--- config.mk ---
export PLATFORM = sky130hd
export DESIGN_NAME = pac_readout_ctrl
export DESIGN_NICKNAME = d
export VERILOG_FILES = /design/src/core/pac_pkg.sv /design/src/core/pac_readout_ctrl.sv /design/src/core/pac_scan.sv /design/src/core/pac_sync.sv
export SDC_FILE = /design/constraint.sdc
export NUM_CORES = 1
export LEC_CHECK = 0
export ABC_AREA = 1
export BUFFER_PORTS_ARGS = -buffer_cell sky130_fd_sc_hd__buf_2
export CAP_MARGIN = 20
export CORE_MARGIN = 3
export CORE_UTILIZATION = 45
export CTS_BUF_LIST = sky130_fd_sc_hd__clkbuf_4 sky130_fd_sc_hd__clkbuf_8
export CTS_CLUSTER_SIZE = 12
export DETAILED_ROUTE_END_ITERATION = 12
export GPL_TIMING_DRIVEN = 0
export PLACE_DENSITY = 0.67
export SETUP_SLACK_MARGIN = 0.2
export SLEW_MARGIN = 20
export SYNTH_ARGS = -nofsm -noshare
export SYNTH_HDL_FRONTEND = slang
export SYNTH_HIERARCHICAL = 1
export SYNTH_SLANG_ARGS = --single-unit
--- constraint.sdc ---
create_clock -name aclk -period 1.3 [get_ports aclk]
set_input_delay 0.065 -clock aclk [delete_from_list [all_inputs] [get_ports aclk]]
set_output_delay 0.065 -clock aclk [all_outputs]
set_load 0.01 [all_outputs]
--- src/core/pac_pkg.sv ---
package pac_pkg;
	// How it works
	// - Row start register tracks the bus while its latch is low, holds while high.
	// - Column start register tracks the bus while its latch is low, holds while high.
	// - Left row pointer steps one row on each falling edge of its clock.
	// - Right row pointer steps one row on each falling edge of its clock.
	// - Left row sync low presets left pointer to row start; given while clock high.
	// - Right row sync low presets right pointer to row start; given while clock high.
	// - Column sync low presets column pointer from column start; then fall and rise.
	// - Pixel output level is valid while the column clock is low.
	// - Row reset high resets the row addressed by the chosen row pointer.
	// - Row select high selects the chosen pointer's row; normally held high.
	// - Side select picks left pointer when high, right pointer when low.
	// - Calibration high forces unity gain and black reference; pulsed once a frame.
	// - Gain select 00,01,10,11 gives gain 1,2,4,8; lower line is LSB.
	// - Converter converts on each falling edge of its clock.
	// - Bit invert high inverts every result bit; low passes them unchanged.
	// - Output disable high floats the result lines; low drives them.
	// - Result is ten bits wide, least significant line first.
	// - Each pointer drives end-of-scan low for one clock period on passing the last.
	// - Column pointer steps to next pixel on each column clock falling edge.

	localparam int PAC_ADDR_W = 9;
	localparam int PAC_CODE_W = 10;
	localparam int PAC_AXI_AW = 8;
	localparam int PAC_PIN_W  = 28;

	// Register offsets
	localparam logic [PAC_AXI_AW-1:0] PAC_OFS_LIMIT  = 8'h00;
	localparam logic [PAC_AXI_AW-1:0] PAC_OFS_START  = 8'h04;
	localparam logic [PAC_AXI_AW-1:0] PAC_OFS_ROWPTR = 8'h08;
	localparam logic [PAC_AXI_AW-1:0] PAC_OFS_COLPTR = 8'h0c;

	// Field positions inside a register word
	localparam int PAC_LO_POS   = 0;
	localparam int PAC_HI_POS   = 16;
	localparam int PAC_PAST_POS = 9;

	// Values after reset
	localparam logic [PAC_ADDR_W-1:0] PAC_LAST_RST = 9'h1ff;
	localparam logic [PAC_PIN_W-1:0]  PAC_PIN_RST  = 28'h006a800;

	localparam logic [1:0] PAC_RESP_OKAY   = 2'h0;
	localparam logic [1:0] PAC_RESP_SLVERR = 2'h2;
	localparam logic [3:0] PAC_GAIN_UNITY  = 4'h1;

	typedef enum logic [1:0] {
		PAC_WR_COLLECT = 2'b00,
		PAC_WR_COMMIT  = 2'b01,
		PAC_WR_ANSWER  = 2'b11
	} pac_wr_state_t;
endpackage

--- src/core/pac_readout_ctrl.sv ---
// Our own choices: the address map and the AXI4-Lite register port.
`timescale 1ns/1ns
module pac_readout_ctrl (
	// Clock and reset
	input  wire logic                              aclk,
	input  wire logic                              aresetn,
	// AXI4-Lite write
	input  wire logic                              awvalid,
	output logic                                   awready,
	input  wire logic [pac_pkg::PAC_AXI_AW-1:0]    awaddr,
	input  wire logic                              wvalid,
	output logic                                   wready,
	input  wire logic [31:0]                       wdata,
	input  wire logic [3:0]                        wstrb,
	output logic                                   bvalid,
	input  wire logic                              bready,
	output logic      [1:0]                        bresp,
	// AXI4-Lite read
	input  wire logic                              arvalid,
	output logic                                   arready,
	input  wire logic [pac_pkg::PAC_AXI_AW-1:0]    araddr,
	output logic                                   rvalid,
	input  wire logic                              rready,
	output logic      [31:0]                       rdata,
	output logic      [1:0]                        rresp,
	// Start address bus and latches, bit 0 is the least significant line
	input  wire logic [pac_pkg::PAC_ADDR_W-1:0]    start_addr,
	input  wire logic                              row_start_latch,
	input  wire logic                              col_start_latch,
	// Row and column shift clocks and syncs
	input  wire logic                              left_row_clock,
	input  wire logic                              left_row_sync_n,
	input  wire logic                              right_row_clock,
	input  wire logic                              right_row_sync_n,
	input  wire logic                              col_clock,
	input  wire logic                              col_sync_n,
	// Row control
	input  wire logic                              row_reset,
	input  wire logic                              row_select,
	input  wire logic                              row_side_left,
	// Column amplifier and output amplifier
	input  wire logic                              col_amp_sample,
	input  wire logic                              col_amp_reset,
	input  wire logic                              amp_cal,
	input  wire logic                              gain_sel_lsb,
	input  wire logic                              gain_sel_msb,
	// Converter control and converted value
	input  wire logic                              adc_clock,
	input  wire logic                              output_bit_invert,
	input  wire logic                              adc_out_disable,
	input  wire logic [pac_pkg::PAC_CODE_W-1:0]    adc_sample,
	// End of scan
	output logic                                   left_row_scan_end_n,
	output logic                                   right_row_scan_end_n,
	output logic                                   column_scan_end_n,
	// Pixel array drive
	output logic      [pac_pkg::PAC_ADDR_W-1:0]    row_addr,
	output logic                                   row_reset_en,
	output logic                                   row_select_en,
	output logic      [pac_pkg::PAC_ADDR_W-1:0]    col_addr,
	output logic                                   col_amp_sample_en,
	output logic                                   col_amp_reset_en,
	output logic                                   pixel_level_valid,
	output logic                                   black_level_reference,
	output logic      [3:0]                        amp_gain_factor,
	// Converter result pins
	output logic      [pac_pkg::PAC_CODE_W-1:0]    pixel_code,
	output logic                                   pixel_code_oe_n
);
	import pac_pkg::*;

	logic [PAC_PIN_W-1:0]  pins_s;
	logic [PAC_ADDR_W-1:0] addr_s;
	logic                  row_latch_s;
	logic                  col_latch_s;
	logic                  lclk_s;
	logic                  lsync_n_s;
	logic                  rclk_s;
	logic                  rsync_n_s;
	logic                  cclk_s;
	logic                  csync_n_s;
	logic                  row_reset_s;
	logic                  row_select_s;
	logic                  row_side_s;
	logic                  amp_s_s;
	logic                  amp_r_s;
	logic                  cal_s;
	logic [1:0]            gain_s;
	logic                  adclk_s;
	logic                  inv_s;
	logic                  dis_s;

	logic                  lclk_prev_q;
	logic                  rclk_prev_q;
	logic                  cclk_prev_q;
	logic                  adclk_prev_q;
	logic                  lclk_fall;
	logic                  rclk_fall;
	logic                  cclk_fall;
	logic                  adc_fall;

	logic [PAC_ADDR_W-1:0] row_start_q;
	logic [PAC_ADDR_W-1:0] col_start_q;
	logic [PAC_ADDR_W-1:0] last_row_q;
	logic [PAC_ADDR_W-1:0] last_col_q;
	logic [PAC_ADDR_W-1:0] left_ptr;
	logic [PAC_ADDR_W-1:0] right_ptr;
	logic                  left_past;
	logic                  right_past;
	logic                  col_past;
	logic [PAC_CODE_W-1:0] adc_result_q;

	pac_wr_state_t         wr_state_q;
	logic [PAC_AXI_AW-1:0] awaddr_q;
	logic [31:0]           wdata_q;
	logic [3:0]            wstrb_q;
	logic                  aw_held_q;
	logic                  w_held_q;
	logic [31:0]           rd_word;
	logic                  rd_hit;

	// Every control pin crosses two flops before use; adc_sample is taken unsynchronised
	pac_sync #(
		.W   (PAC_PIN_W),
		.RST (PAC_PIN_RST)
	) u_pins (
		.aclk    (aclk),
		.aresetn (aresetn),
		.pin     ({start_addr, row_start_latch, col_start_latch, left_row_clock,
		           left_row_sync_n, right_row_clock, right_row_sync_n, col_clock,
		           col_sync_n, row_reset, row_select, row_side_left, col_amp_sample,
		           col_amp_reset, amp_cal, gain_sel_msb, gain_sel_lsb, adc_clock,
		           output_bit_invert, adc_out_disable}),
		.pin_s   (pins_s)
	);

	assign {addr_s, row_latch_s, col_latch_s, lclk_s, lsync_n_s, rclk_s, rsync_n_s,
	        cclk_s, csync_n_s, row_reset_s, row_select_s, row_side_s, amp_s_s, amp_r_s,
	        cal_s, gain_s, adclk_s, inv_s, dis_s} = pins_s;

	// Falling edges of the pin clocks, seen at aclk rate
	always_ff @(posedge aclk) begin
		if (!aresetn) begin
			lclk_prev_q  <= 1'b0;
			rclk_prev_q  <= 1'b0;
			cclk_prev_q  <= 1'b0;
			adclk_prev_q <= 1'b0;
		end else begin
			lclk_prev_q  <= lclk_s;
			rclk_prev_q  <= rclk_s;
			cclk_prev_q  <= cclk_s;
			adclk_prev_q <= adclk_s;
		end
	end

	assign lclk_fall = lclk_prev_q && !lclk_s;
	assign rclk_fall = rclk_prev_q && !rclk_s;
	assign cclk_fall = cclk_prev_q && !cclk_s;
	assign adc_fall  = adclk_prev_q && !adclk_s;

	// Start registers behave as transparent latches
	always_ff @(posedge aclk) begin
		if (!aresetn) begin
			row_start_q <= '0;
		end else if (!row_latch_s) begin
			row_start_q <= addr_s;
		end
	end

	always_ff @(posedge aclk) begin
		if (!aresetn) begin
			col_start_q <= '0;
		end else if (!col_latch_s) begin
			col_start_q <= addr_s;
		end
	end

	pac_scan #(.W(PAC_ADDR_W)) u_left (
		.aclk    (aclk),
		.aresetn (aresetn),
		.step    (lclk_fall),
		.preset  (!lsync_n_s),
		.start   (row_start_q),
		.last    (last_row_q),
		.ptr_q   (left_ptr),
		.past_q  (left_past),
		.end_n_q (left_row_scan_end_n)
	);

	pac_scan #(.W(PAC_ADDR_W)) u_right (
		.aclk    (aclk),
		.aresetn (aresetn),
		.step    (rclk_fall),
		.preset  (!rsync_n_s),
		.start   (row_start_q),
		.last    (last_row_q),
		.ptr_q   (right_ptr),
		.past_q  (right_past),
		.end_n_q (right_row_scan_end_n)
	);

	pac_scan #(.W(PAC_ADDR_W)) u_col (
		.aclk    (aclk),
		.aresetn (aresetn),
		.step    (cclk_fall),
		.preset  (!csync_n_s),
		.start   (col_start_q),
		.last    (last_col_q),
		.ptr_q   (col_addr),
		.past_q  (col_past),
		.end_n_q (column_scan_end_n)
	);

	// Row drive follows the chosen side; a pointer past the end addresses no row
	always_ff @(posedge aclk) begin
		if (!aresetn) begin
			row_addr      <= '0;
			row_reset_en  <= 1'b0;
			row_select_en <= 1'b0;
		end else if (row_side_s) begin
			row_addr      <= left_ptr;
			row_reset_en  <= row_reset_s && !left_past;
			row_select_en <= row_select_s && !left_past;
		end else begin
			row_addr      <= right_ptr;
			row_reset_en  <= row_reset_s && !right_past;
			row_select_en <= row_select_s && !right_past;
		end
	end

	// Amplifier controls
	always_ff @(posedge aclk) begin
		if (!aresetn) begin
			col_amp_sample_en     <= 1'b0;
			col_amp_reset_en      <= 1'b0;
			pixel_level_valid     <= 1'b0;
			black_level_reference <= 1'b0;
			amp_gain_factor       <= PAC_GAIN_UNITY;
		end else begin
			col_amp_sample_en     <= amp_s_s;
			col_amp_reset_en      <= amp_r_s;
			pixel_level_valid     <= !cclk_s;
			black_level_reference <= cal_s;
			amp_gain_factor       <= cal_s ? PAC_GAIN_UNITY : (PAC_GAIN_UNITY << gain_s);
		end
	end

	// Conversion result and output stage
	always_ff @(posedge aclk) begin
		if (!aresetn) begin
			adc_result_q <= '0;
		end else if (adc_fall) begin
			adc_result_q <= adc_sample;
		end
	end

	// Inversion is applied live so a change shows without a new conversion
	always_ff @(posedge aclk) begin
		if (!aresetn) begin
			pixel_code      <= '0;
			pixel_code_oe_n <= 1'b1;
		end else begin
			pixel_code      <= adc_result_q ^ {PAC_CODE_W{inv_s}};
			pixel_code_oe_n <= dis_s;
		end
	end

	// Write path: address and data in either order, one write at a time
	always_ff @(posedge aclk) begin
		if (!aresetn) begin
			awready <= 1'b0;
			aw_held_q <= 1'b0;
			awaddr_q <= '0;
		end else if (awvalid && awready) begin
			awready   <= 1'b0;
			aw_held_q <= 1'b1;
			awaddr_q  <= awaddr;
		end else if (wr_state_q == PAC_WR_COMMIT) begin
			aw_held_q <= 1'b0;
		end else if (!aw_held_q && wr_state_q == PAC_WR_COLLECT) begin
			awready <= 1'b1;
		end
	end

	always_ff @(posedge aclk) begin
		if (!aresetn) begin
			wready   <= 1'b0;
			w_held_q <= 1'b0;
			wdata_q  <= '0;
			wstrb_q  <= '0;
		end else if (wvalid && wready) begin
			wready   <= 1'b0;
			w_held_q <= 1'b1;
			wdata_q  <= wdata;
			wstrb_q  <= wstrb;
		end else if (wr_state_q == PAC_WR_COMMIT) begin
			w_held_q <= 1'b0;
		end else if (!w_held_q && wr_state_q == PAC_WR_COLLECT) begin
			wready <= 1'b1;
		end
	end

	always_ff @(posedge aclk) begin
		if (!aresetn) begin
			wr_state_q <= PAC_WR_COLLECT;
			bvalid     <= 1'b0;
			bresp      <= PAC_RESP_OKAY;
		end else begin
			case (wr_state_q)
				PAC_WR_COLLECT: begin
					if (aw_held_q && w_held_q) begin
						wr_state_q <= PAC_WR_COMMIT;
					end
				end
				PAC_WR_COMMIT: begin
					wr_state_q <= PAC_WR_ANSWER;
					bvalid     <= 1'b1;
					bresp      <= (awaddr_q[PAC_AXI_AW-1:2] == PAC_OFS_LIMIT[PAC_AXI_AW-1:2])
					              ? PAC_RESP_OKAY : PAC_RESP_SLVERR;
				end
				PAC_WR_ANSWER: begin
					if (bready) begin
						bvalid     <= 1'b0;
						wr_state_q <= PAC_WR_COLLECT;
					end
				end
				default: begin
					wr_state_q <= PAC_WR_COLLECT;
					bvalid     <= 1'b0;
				end
			endcase
		end
	end

	// Scan limits, byte lanes honoured
	always_ff @(posedge aclk) begin
		if (!aresetn) begin
			last_row_q <= PAC_LAST_RST;
			last_col_q <= PAC_LAST_RST;
		end else if (wr_state_q == PAC_WR_COMMIT
		             && awaddr_q[PAC_AXI_AW-1:2] == PAC_OFS_LIMIT[PAC_AXI_AW-1:2]) begin
			if (wstrb_q[0]) last_row_q[7:0] <= wdata_q[PAC_LO_POS+7:PAC_LO_POS];
			if (wstrb_q[1]) last_row_q[8]   <= wdata_q[PAC_LO_POS+8];
			if (wstrb_q[2]) last_col_q[7:0] <= wdata_q[PAC_HI_POS+7:PAC_HI_POS];
			if (wstrb_q[3]) last_col_q[8]   <= wdata_q[PAC_HI_POS+8];
		end
	end

	// Read decode
	always_comb begin
		rd_word = '0;
		rd_hit  = 1'b1;
		case ({araddr[PAC_AXI_AW-1:2], 2'b00})
			PAC_OFS_LIMIT: begin
				rd_word[PAC_LO_POS +: PAC_ADDR_W] = last_row_q;
				rd_word[PAC_HI_POS +: PAC_ADDR_W] = last_col_q;
			end
			PAC_OFS_START: begin
				rd_word[PAC_LO_POS +: PAC_ADDR_W] = row_start_q;
				rd_word[PAC_HI_POS +: PAC_ADDR_W] = col_start_q;
			end
			PAC_OFS_ROWPTR: begin
				rd_word[PAC_LO_POS +: PAC_ADDR_W]   = left_ptr;
				rd_word[PAC_LO_POS + PAC_PAST_POS]  = left_past;
				rd_word[PAC_HI_POS +: PAC_ADDR_W]   = right_ptr;
				rd_word[PAC_HI_POS + PAC_PAST_POS]  = right_past;
			end
			PAC_OFS_COLPTR: begin
				rd_word[PAC_LO_POS +: PAC_ADDR_W]   = col_addr;
				rd_word[PAC_LO_POS + PAC_PAST_POS]  = col_past;
				rd_word[PAC_HI_POS +: PAC_CODE_W]   = adc_result_q;
			end
			default: rd_hit = 1'b0;
		endcase
	end

	always_ff @(posedge aclk) begin
		if (!aresetn) begin
			arready <= 1'b0;
			rvalid  <= 1'b0;
			rdata   <= '0;
			rresp   <= PAC_RESP_OKAY;
		end else if (arvalid && arready) begin
			arready <= 1'b0;
			rvalid  <= 1'b1;
			rdata   <= rd_word;
			rresp   <= rd_hit ? PAC_RESP_OKAY : PAC_RESP_SLVERR;
		end else if (rvalid && rready) begin
			rvalid <= 1'b0;
		end else if (!rvalid) begin
			arready <= 1'b1;
		end
	end
endmodule

--- src/core/pac_scan.sv ---
`timescale 1ns/1ns
module pac_scan #(
	parameter int W = 9
) (
	// Clock and reset
	input  wire logic         aclk,
	input  wire logic         aresetn,
	// Control
	input  wire logic         step,
	input  wire logic         preset,
	input  wire logic [W-1:0] start,
	input  wire logic [W-1:0] last,
	// State
	output logic      [W-1:0] ptr_q,
	output logic              past_q,
	output logic              end_n_q
);
	// Preset is level sensitive and beats a step
	always_ff @(posedge aclk) begin
		if (!aresetn) begin
			ptr_q  <= '0;
			past_q <= 1'b0;
		end else if (preset) begin
			ptr_q  <= start;
			past_q <= 1'b0;
		end else if (step && !past_q) begin
			if (ptr_q == last) begin
				past_q <= 1'b1;
			end else begin
				ptr_q <= ptr_q + 1'b1;
			end
		end
	end

	// Low from the step past the last entry to the following step
	always_ff @(posedge aclk) begin
		if (!aresetn) begin
			end_n_q <= 1'b1;
		end else if (preset) begin
			end_n_q <= 1'b1;
		end else if (step) begin
			end_n_q <= !(!past_q && ptr_q == last);
		end
	end
endmodule

--- src/core/pac_sync.sv ---
`timescale 1ns/1ns
module pac_sync #(
	parameter int                 W   = 1,
	parameter logic [W-1:0]       RST = '0
) (
	// Clock and reset
	input  wire logic         aclk,
	input  wire logic         aresetn,
	// Pins in, synchronised out
	input  wire logic [W-1:0] pin,
	output logic      [W-1:0] pin_s
);
	logic [W-1:0] meta_q;

	// Two stages per bit; only the second stage is ever read
	for (genvar i = 0; i < W; i++) begin : g_bit
		always_ff @(posedge aclk) begin
			if (!aresetn) begin
				meta_q[i] <= RST[i];
				pin_s[i]  <= RST[i];
			end else begin
				meta_q[i] <= pin[i];
				pin_s[i]  <= meta_q[i];
			end
		end
	end
endmodule

After elaboration in Yosys (flattened, before gate mapping)
Cells that the tools add are included.

word-level totals
  output and inout port bits = 83
  register bits after elaboration = 239

cells by class
  equality and inequality tests = 16
  add/subtract/negate cells = 3
  multiplexer cells = 29
  bitwise operators = 6
  shift operators = 1
  reduce and logical (&&, ||, !) cells = 63

operators with widths
  cell                                                                      count
  9-bit 2-to-1 mux                                                          10
  9-bit one-hot mux with 4 select lines                                     2
  2-bit AND reduction                                                       18
  9-bit by 1-bit adder with 9-bit output (second input constant)            3
  9-bit == test                                                             3
  1-bit logical AND                                                         22
  6-bit by 2-bit == test with 1-bit output (second input constant)          2
  1-bit zero test                                                           12
  6-bit zero test                                                           2
  10-bit XOR                                                                1
  1-bit 2-to-1 mux                                                          9
  2-bit 2-to-1 mux                                                          4
  2-bit by 1-bit inequality test with 1-bit output (second input constant)  4
  2-bit inequality test (second input constant)                             4
  2-bit OR reduction                                                        4
  6-bit by 1-bit == test with 1-bit output (second input constant)          1
  2-bit one-hot mux with 3 select lines                                     1
  2-bit nonzero test                                                        3
  1-bit inverter                                                            5
  1-bit one-hot mux with 2 select lines                                     2
  4-bit OR reduction                                                        1
  1-bit by 2-bit left shift with 4-bit output (first input constant)        1
  1-bit one-hot mux with 3 select lines                                     1
  2-bit by 1-bit == test with 1-bit output (second input constant)          1
  other kinds (2)                                                           2

Depth between registers and ports, before layout
  word-level depth = 5
  gate-level depth with buffers = 11

Cells and area by module
The synthesis kept the hierarchy.

by module, submodules not included
  module            instances  cells an instance  area an instance (µm²)
  pac_readout_ctrl  1          798                5,645.4
  pac_scan          3          137                829.5
  pac_sync          1          174                1,595.3

Worst setup path before layout
Ideal clock, no wire load.

  path type = register -> register
  from = register u_col.ptr_q[0]
  to = register u_col.ptr_q[8]
  setup slack = -0.098 ns
  arrival time = 1.328 ns
  cell stages (with the launch flop) = 10
  path through = dfxtp_1 ha_1 nand2_1 nor2_2 nand3_1 nand2_1 nand3_1 nand2_1 nand3_1 a21oi_1

between the ends
  word-level cells in the longest chain between the ends = 4
  elaborated cells on any way between the ends = 7
  those cells by class = add/sub: 1; eq/ne: 2; mux: 3; reduce/logical: 1

RTL lines
  what                                    line            RTL
  from (decl)                             pac_scan.sv:14  output logic [W-1:0] ptr_q,
  from (signal assigned)                  pac_scan.sv:24  ptr_q <= start;
  from (signal assigned)                  pac_scan.sv:30  ptr_q <= ptr_q + 1'b1;
  9-bit by 1-bit adder with 9-bit output  pac_scan.sv:30
  9-bit 2-to-1 mux                        pac_scan.sv:27  if (ptr_q == last) begin
  9-bit 2-to-1 mux                        pac_scan.sv:26  end else if (step && !past_q) begin
  9-bit 2-to-1 mux                        pac_scan.sv:23  end else if (preset) begin

Several ways; a longest one is shown, not always the timed one. The select of a mux whose other input is x is not followed.
A chain may end at the register's enable or synchronous reset.

Worst setup path in the final report
  from = register u_col.ptr_q[2]
  to = register u_col.ptr_q[2]

The elaborated chain is that of the path after synthesis.

==> metrics.md <==
| Metric | Value |
|---|---|
| PortBufs | 147 |
| WL per Instance | ~15 µm |
| Synth-to-layout area growth | 46.9% |
| Met2 wire length | 15100 µm |
| Crit. End Element | flop |
| Die area | 0.0234 mm² |
| Final Wtd Congestion | 0.902 |
| CTS buffer count | 39 |
| TritonRoute pass-1 iters | 5 |
| Core Area | 0.0212 mm² |
| RSZ-0062 raised after global routing | yes |
| DP Area | ~0.011 mm² |
| Switch share | 24.5% |
| Overflow left after global routing | 0 |
| PD cells | 1190 mW/mm² |
| CTS tree | done |
| Inst Count DP | ~1800 |
| Die Wd | 153 µm |
| Final Slew Violations | 0 |
| Total GRT Usage | 23.9% |
| Row cnt | 53 |
| Final setup fails | 35 |
| DR top layer | met4 |
| Clock buffer depth | 3 |
| Detailed-route wire length | 30200 µm |
| DRC | 0 |
| Final cell count without fillers | 2017 |
| Area share of the largest cell type after synthesis | 46.9% |
| Initial core utilization | around 46% |
| Violated checks | negative setup slack |
| Fin Hold WS | 0.0106 ns |
| CTS HTree Levels | 2 |
| Sequential share of power | between 40 and 50% |
| Fin crit share | 115% |
| Kind of start point of the critical path | flop |
| Hold Fails Final Rpt | 0 |
| Clock Tree Root | clkbuf_8 |
| DP Wirelength | 19800 µm |
| Distinct cells, synth | 33 |
| Fin crit period | around 1.5 ns |
| Internal | 0.0129 W |
| P_sw | 0.00418 W |
| Post-route ant nets | 0 |
| Status | finished, violations left |
| Yosys top cell by area | dfxtp_1 |
| I/O pins | 180 |
| Vias in the first global route | 9116 |
| Sequential-to-total area share from yosys stat | about 47% |
| Critical Path Fanout Max | 7 |
| WL met3 | 1770 µm |
| Crit Path Category | flop to flop |
| Vias per cell | 4.86 |
| Worst slew margin | 60.0% |
| Via count | 9794 |
| Top post-synthesis cells by area | dfxtp_1 47%, nor2_1 11%, nand2_1 11% |
| Critical Path RT | 1.73 ns |
| Leakage power | ~7.0 nW |
| Clock sink count | roughly 230 |
| Mapped Cells | 1383 |
| Ant diodes | 0 |
| First-pass GRT wire length | 45500 µm |
| Crit path DAT | a little under 2 ns |
| Syn avg cell area | around 7 µm² |
| Share of layout cells above drive strength 1 | 32.8% |
| Hold crit path type | primary input to flop |
| Die Ht | about 150 µm |
| Slew of the pin with the lowest slew margin | 0.600 ns |
| Register bit total from synthesis | roughly 230 |
| VDD IR-drop max | 0.000807 V |
| Initial DRC count | 665 |
| Maxcap violations | 0 |
| Post-Syn Area | 0.00973 mm² |
| M1 WL | 12200 µm |
| Fin area | 0.0143 mm² |
| Initial antenna violation count | 0 |
| Largest net degree at the start of global routing | 14 |
| Yosys warns | 6 |
| Final WS setup | -0.195 ns |
| Combinational power share | 10.7% |
| Worst Skew | ~0.034 ns |
| Worst-Skew Late Latency | roughly 0.55 ns |
| Fmax | 0.669 GHz |
| Net total in the final layout | 1813 |
| Clk slew on worst S/H paths | 0.06 ns |
| Clock Power Share | 45.2% |
==> area by class of cell <==
class | instances | area [µm²]
well taps | 275 | 344
clock inverters | 12 | 203
clock buffers | 58 | 754
repair buffers | 276 | 2210
multi-input cells | 886 | 4750
plain buffers | 66 | 475
fillers | 1725 | 6860
inverters | 216 | 841
flip-flops and latches | 228 | 4720
==> power groups by stage <==
stage	logic (W)	clock network, W	registers (W)
final	0.00183	0.00770	0.00751
after global routing	0.00203	0.00814	0.00754
after CTS	0.00163	0.00785	0.00749
after detailed placement	0.00131	0	0.00766
after global placement	0.00128	0	0.00766
after floorplan	0.000845	0	0.00763
==> logic make-up after synthesis <==
family          count (synthesis)  synth area share (%)
simple gates                  667                  28.6
buf+inv                       282                  12.1
flops                         228                  46.9
compound gates                168                  8.83
xor+xnor                       31                  2.79
fa+ha+maj                       3                 0.386
mux                             3                 0.309
other cells                     1                0.0385
==> Yosys cell counts <==
cell / instances
nand3_4: 3
a21boi_0: 3
buf_6: 4
mux2i_1: 3
nand3_1: 74
buf_4: 16
nor2_4: 6
nand2_1: 276
nor2_2: 8
conb_1: 1
nor3_4: 1
clkbuf_1: 24
or2_0: 3
o21a_1: 1
xor2_1: 3
xnor2_1: 28
buf_2: 22
dfxtp_1: 228
a21oi_1: 59
nand4_1: 9
clkinv_1: 3
inv_2: 7
or2_2: 1
o31ai_1: 3
a31oi_1: 1
nor2_1: 279
nand2_4: 3
nor4_1: 1
inv_1: 206
o21ai_0: 101
nor3_1: 1
ha_1: 3
nand3_2: 2
==> worst max-delay path, cell delays in order, from the launching register on <==
cell and delay [ns]:
dfxtp_4 0.38, inv_2 0.07, or2_0 0.14, nand3_2 0.13, nor2_4 0.17, nand3_4 0.14, nand2_8 0.17, inv_8 0.06
nor2_2 0.07, nor2_1 0.04
==> layer usage <==
layer  GRT usage [%]  vias up
met3            3.54       82
met5               0        -
met4            8.70        0
li1                -     4872
met2            42.0      346
met1            29.7     4494
==> metrics by stage <==
step	utilization (%)	worst slack [ns]	setup TNS, ns	power, W
global route	67.6	-0.302	-7.36	0.0177
CTS	63.9	-0.0877	-1.91	0.0170
floorplan	-	0.00413	0	0.00848
finish	67.6	-0.195	-4.12	0.0170
global placement	52.5	-0.224	-10.66	0.00894
detailed placement	52.5	-0.246	-11.79	0.00897
==> worst paths after layout <==
path,start,to,slack (ns),depth (start not counted)
max,u_col/ptr_q[2],u_col/ptr_q[2],-0.20,9
min,arvalid,rresp[1],0.01,5
max reg2reg,u_col/ptr_q[2],u_col/ptr_q[2],-0.20,9
min reg2reg,u_pins/meta_q[11],u_pins/pin_s[11],0.40,2
==> layout by cell type (no fill, tap or decap), types with 4 or more instances in the layout <==
| master | netlist | final |
|---|---|---|
| buf_4 | 16 | 58 |
| conb_1 | 1 | 14 |
| nor2_1 | 279 | 255 |
| buf_12 | 0 | 4 |
| clkbuf_1 | 24 | 8 |
| clkbuf_4 | 0 | 9 |
| xnor2_2 | 0 | 9 |
| nor2_4 | 6 | 23 |
| clkinv_2 | 0 | 5 |
| inv_1 | 206 | 194 |
| nand2_4 | 3 | 13 |
| a21oi_2 | 0 | 6 |
| o21ai_0 | 101 | 77 |
| nand3_4 | 3 | 4 |
| buf_6 | 4 | 53 |
| nor2_2 | 8 | 15 |
| nand3_2 | 2 | 29 |
| clkbuf_8 | 0 | 51 |
| dfxtp_4 | 0 | 27 |
| dfxtp_1 | 228 | 157 |
| o21ai_1 | 0 | 21 |
| a21oi_1 | 59 | 53 |
| nand3_1 | 74 | 46 |
| buf_2 | 22 | 130 |
| dlygate4sd3_1 | 0 | 73 |
| nand2_8 | 0 | 5 |
| clkbuf_2 | 0 | 8 |
| inv_2 | 7 | 15 |
| xnor2_1 | 28 | 17 |
| nand4_1 | 9 | 9 |
| buf_8 | 0 | 5 |
| nand2_1 | 276 | 229 |
| dfxtp_2 | 0 | 44 |
| bufinv_16 | 0 | 5 |
| nand2_2 | 0 | 32 |
==> sequential cells by signal (all words and copies together) (netlist names), 6 cells and up <==
register	flops
adc_result_q	10
u_pins/meta_q	28
awaddr_q	6
u_right/ptr_q	9
wdata_q	18
last_row_q	9
rdata	20
u_left/ptr_q	9
pixel_code	10
last_col_q	9
col_start_q	9
u_col/ptr_q	9
u_pins/pin_s	28
row_start_q	9
row_addr	9
==> repair_timing <==
action | CTS | global route
resized for setup | 151 | 194
hold buffers | 73 | 0
setup buffers | 32 | 22
gates cloned | 2 | 0
endpoints found under the setup margin | 152 | 149
pin swaps | 38 | 42
endpoints found under the hold margin | 78 | 0
No activity file was read; power rests on OpenSTA's default activity.
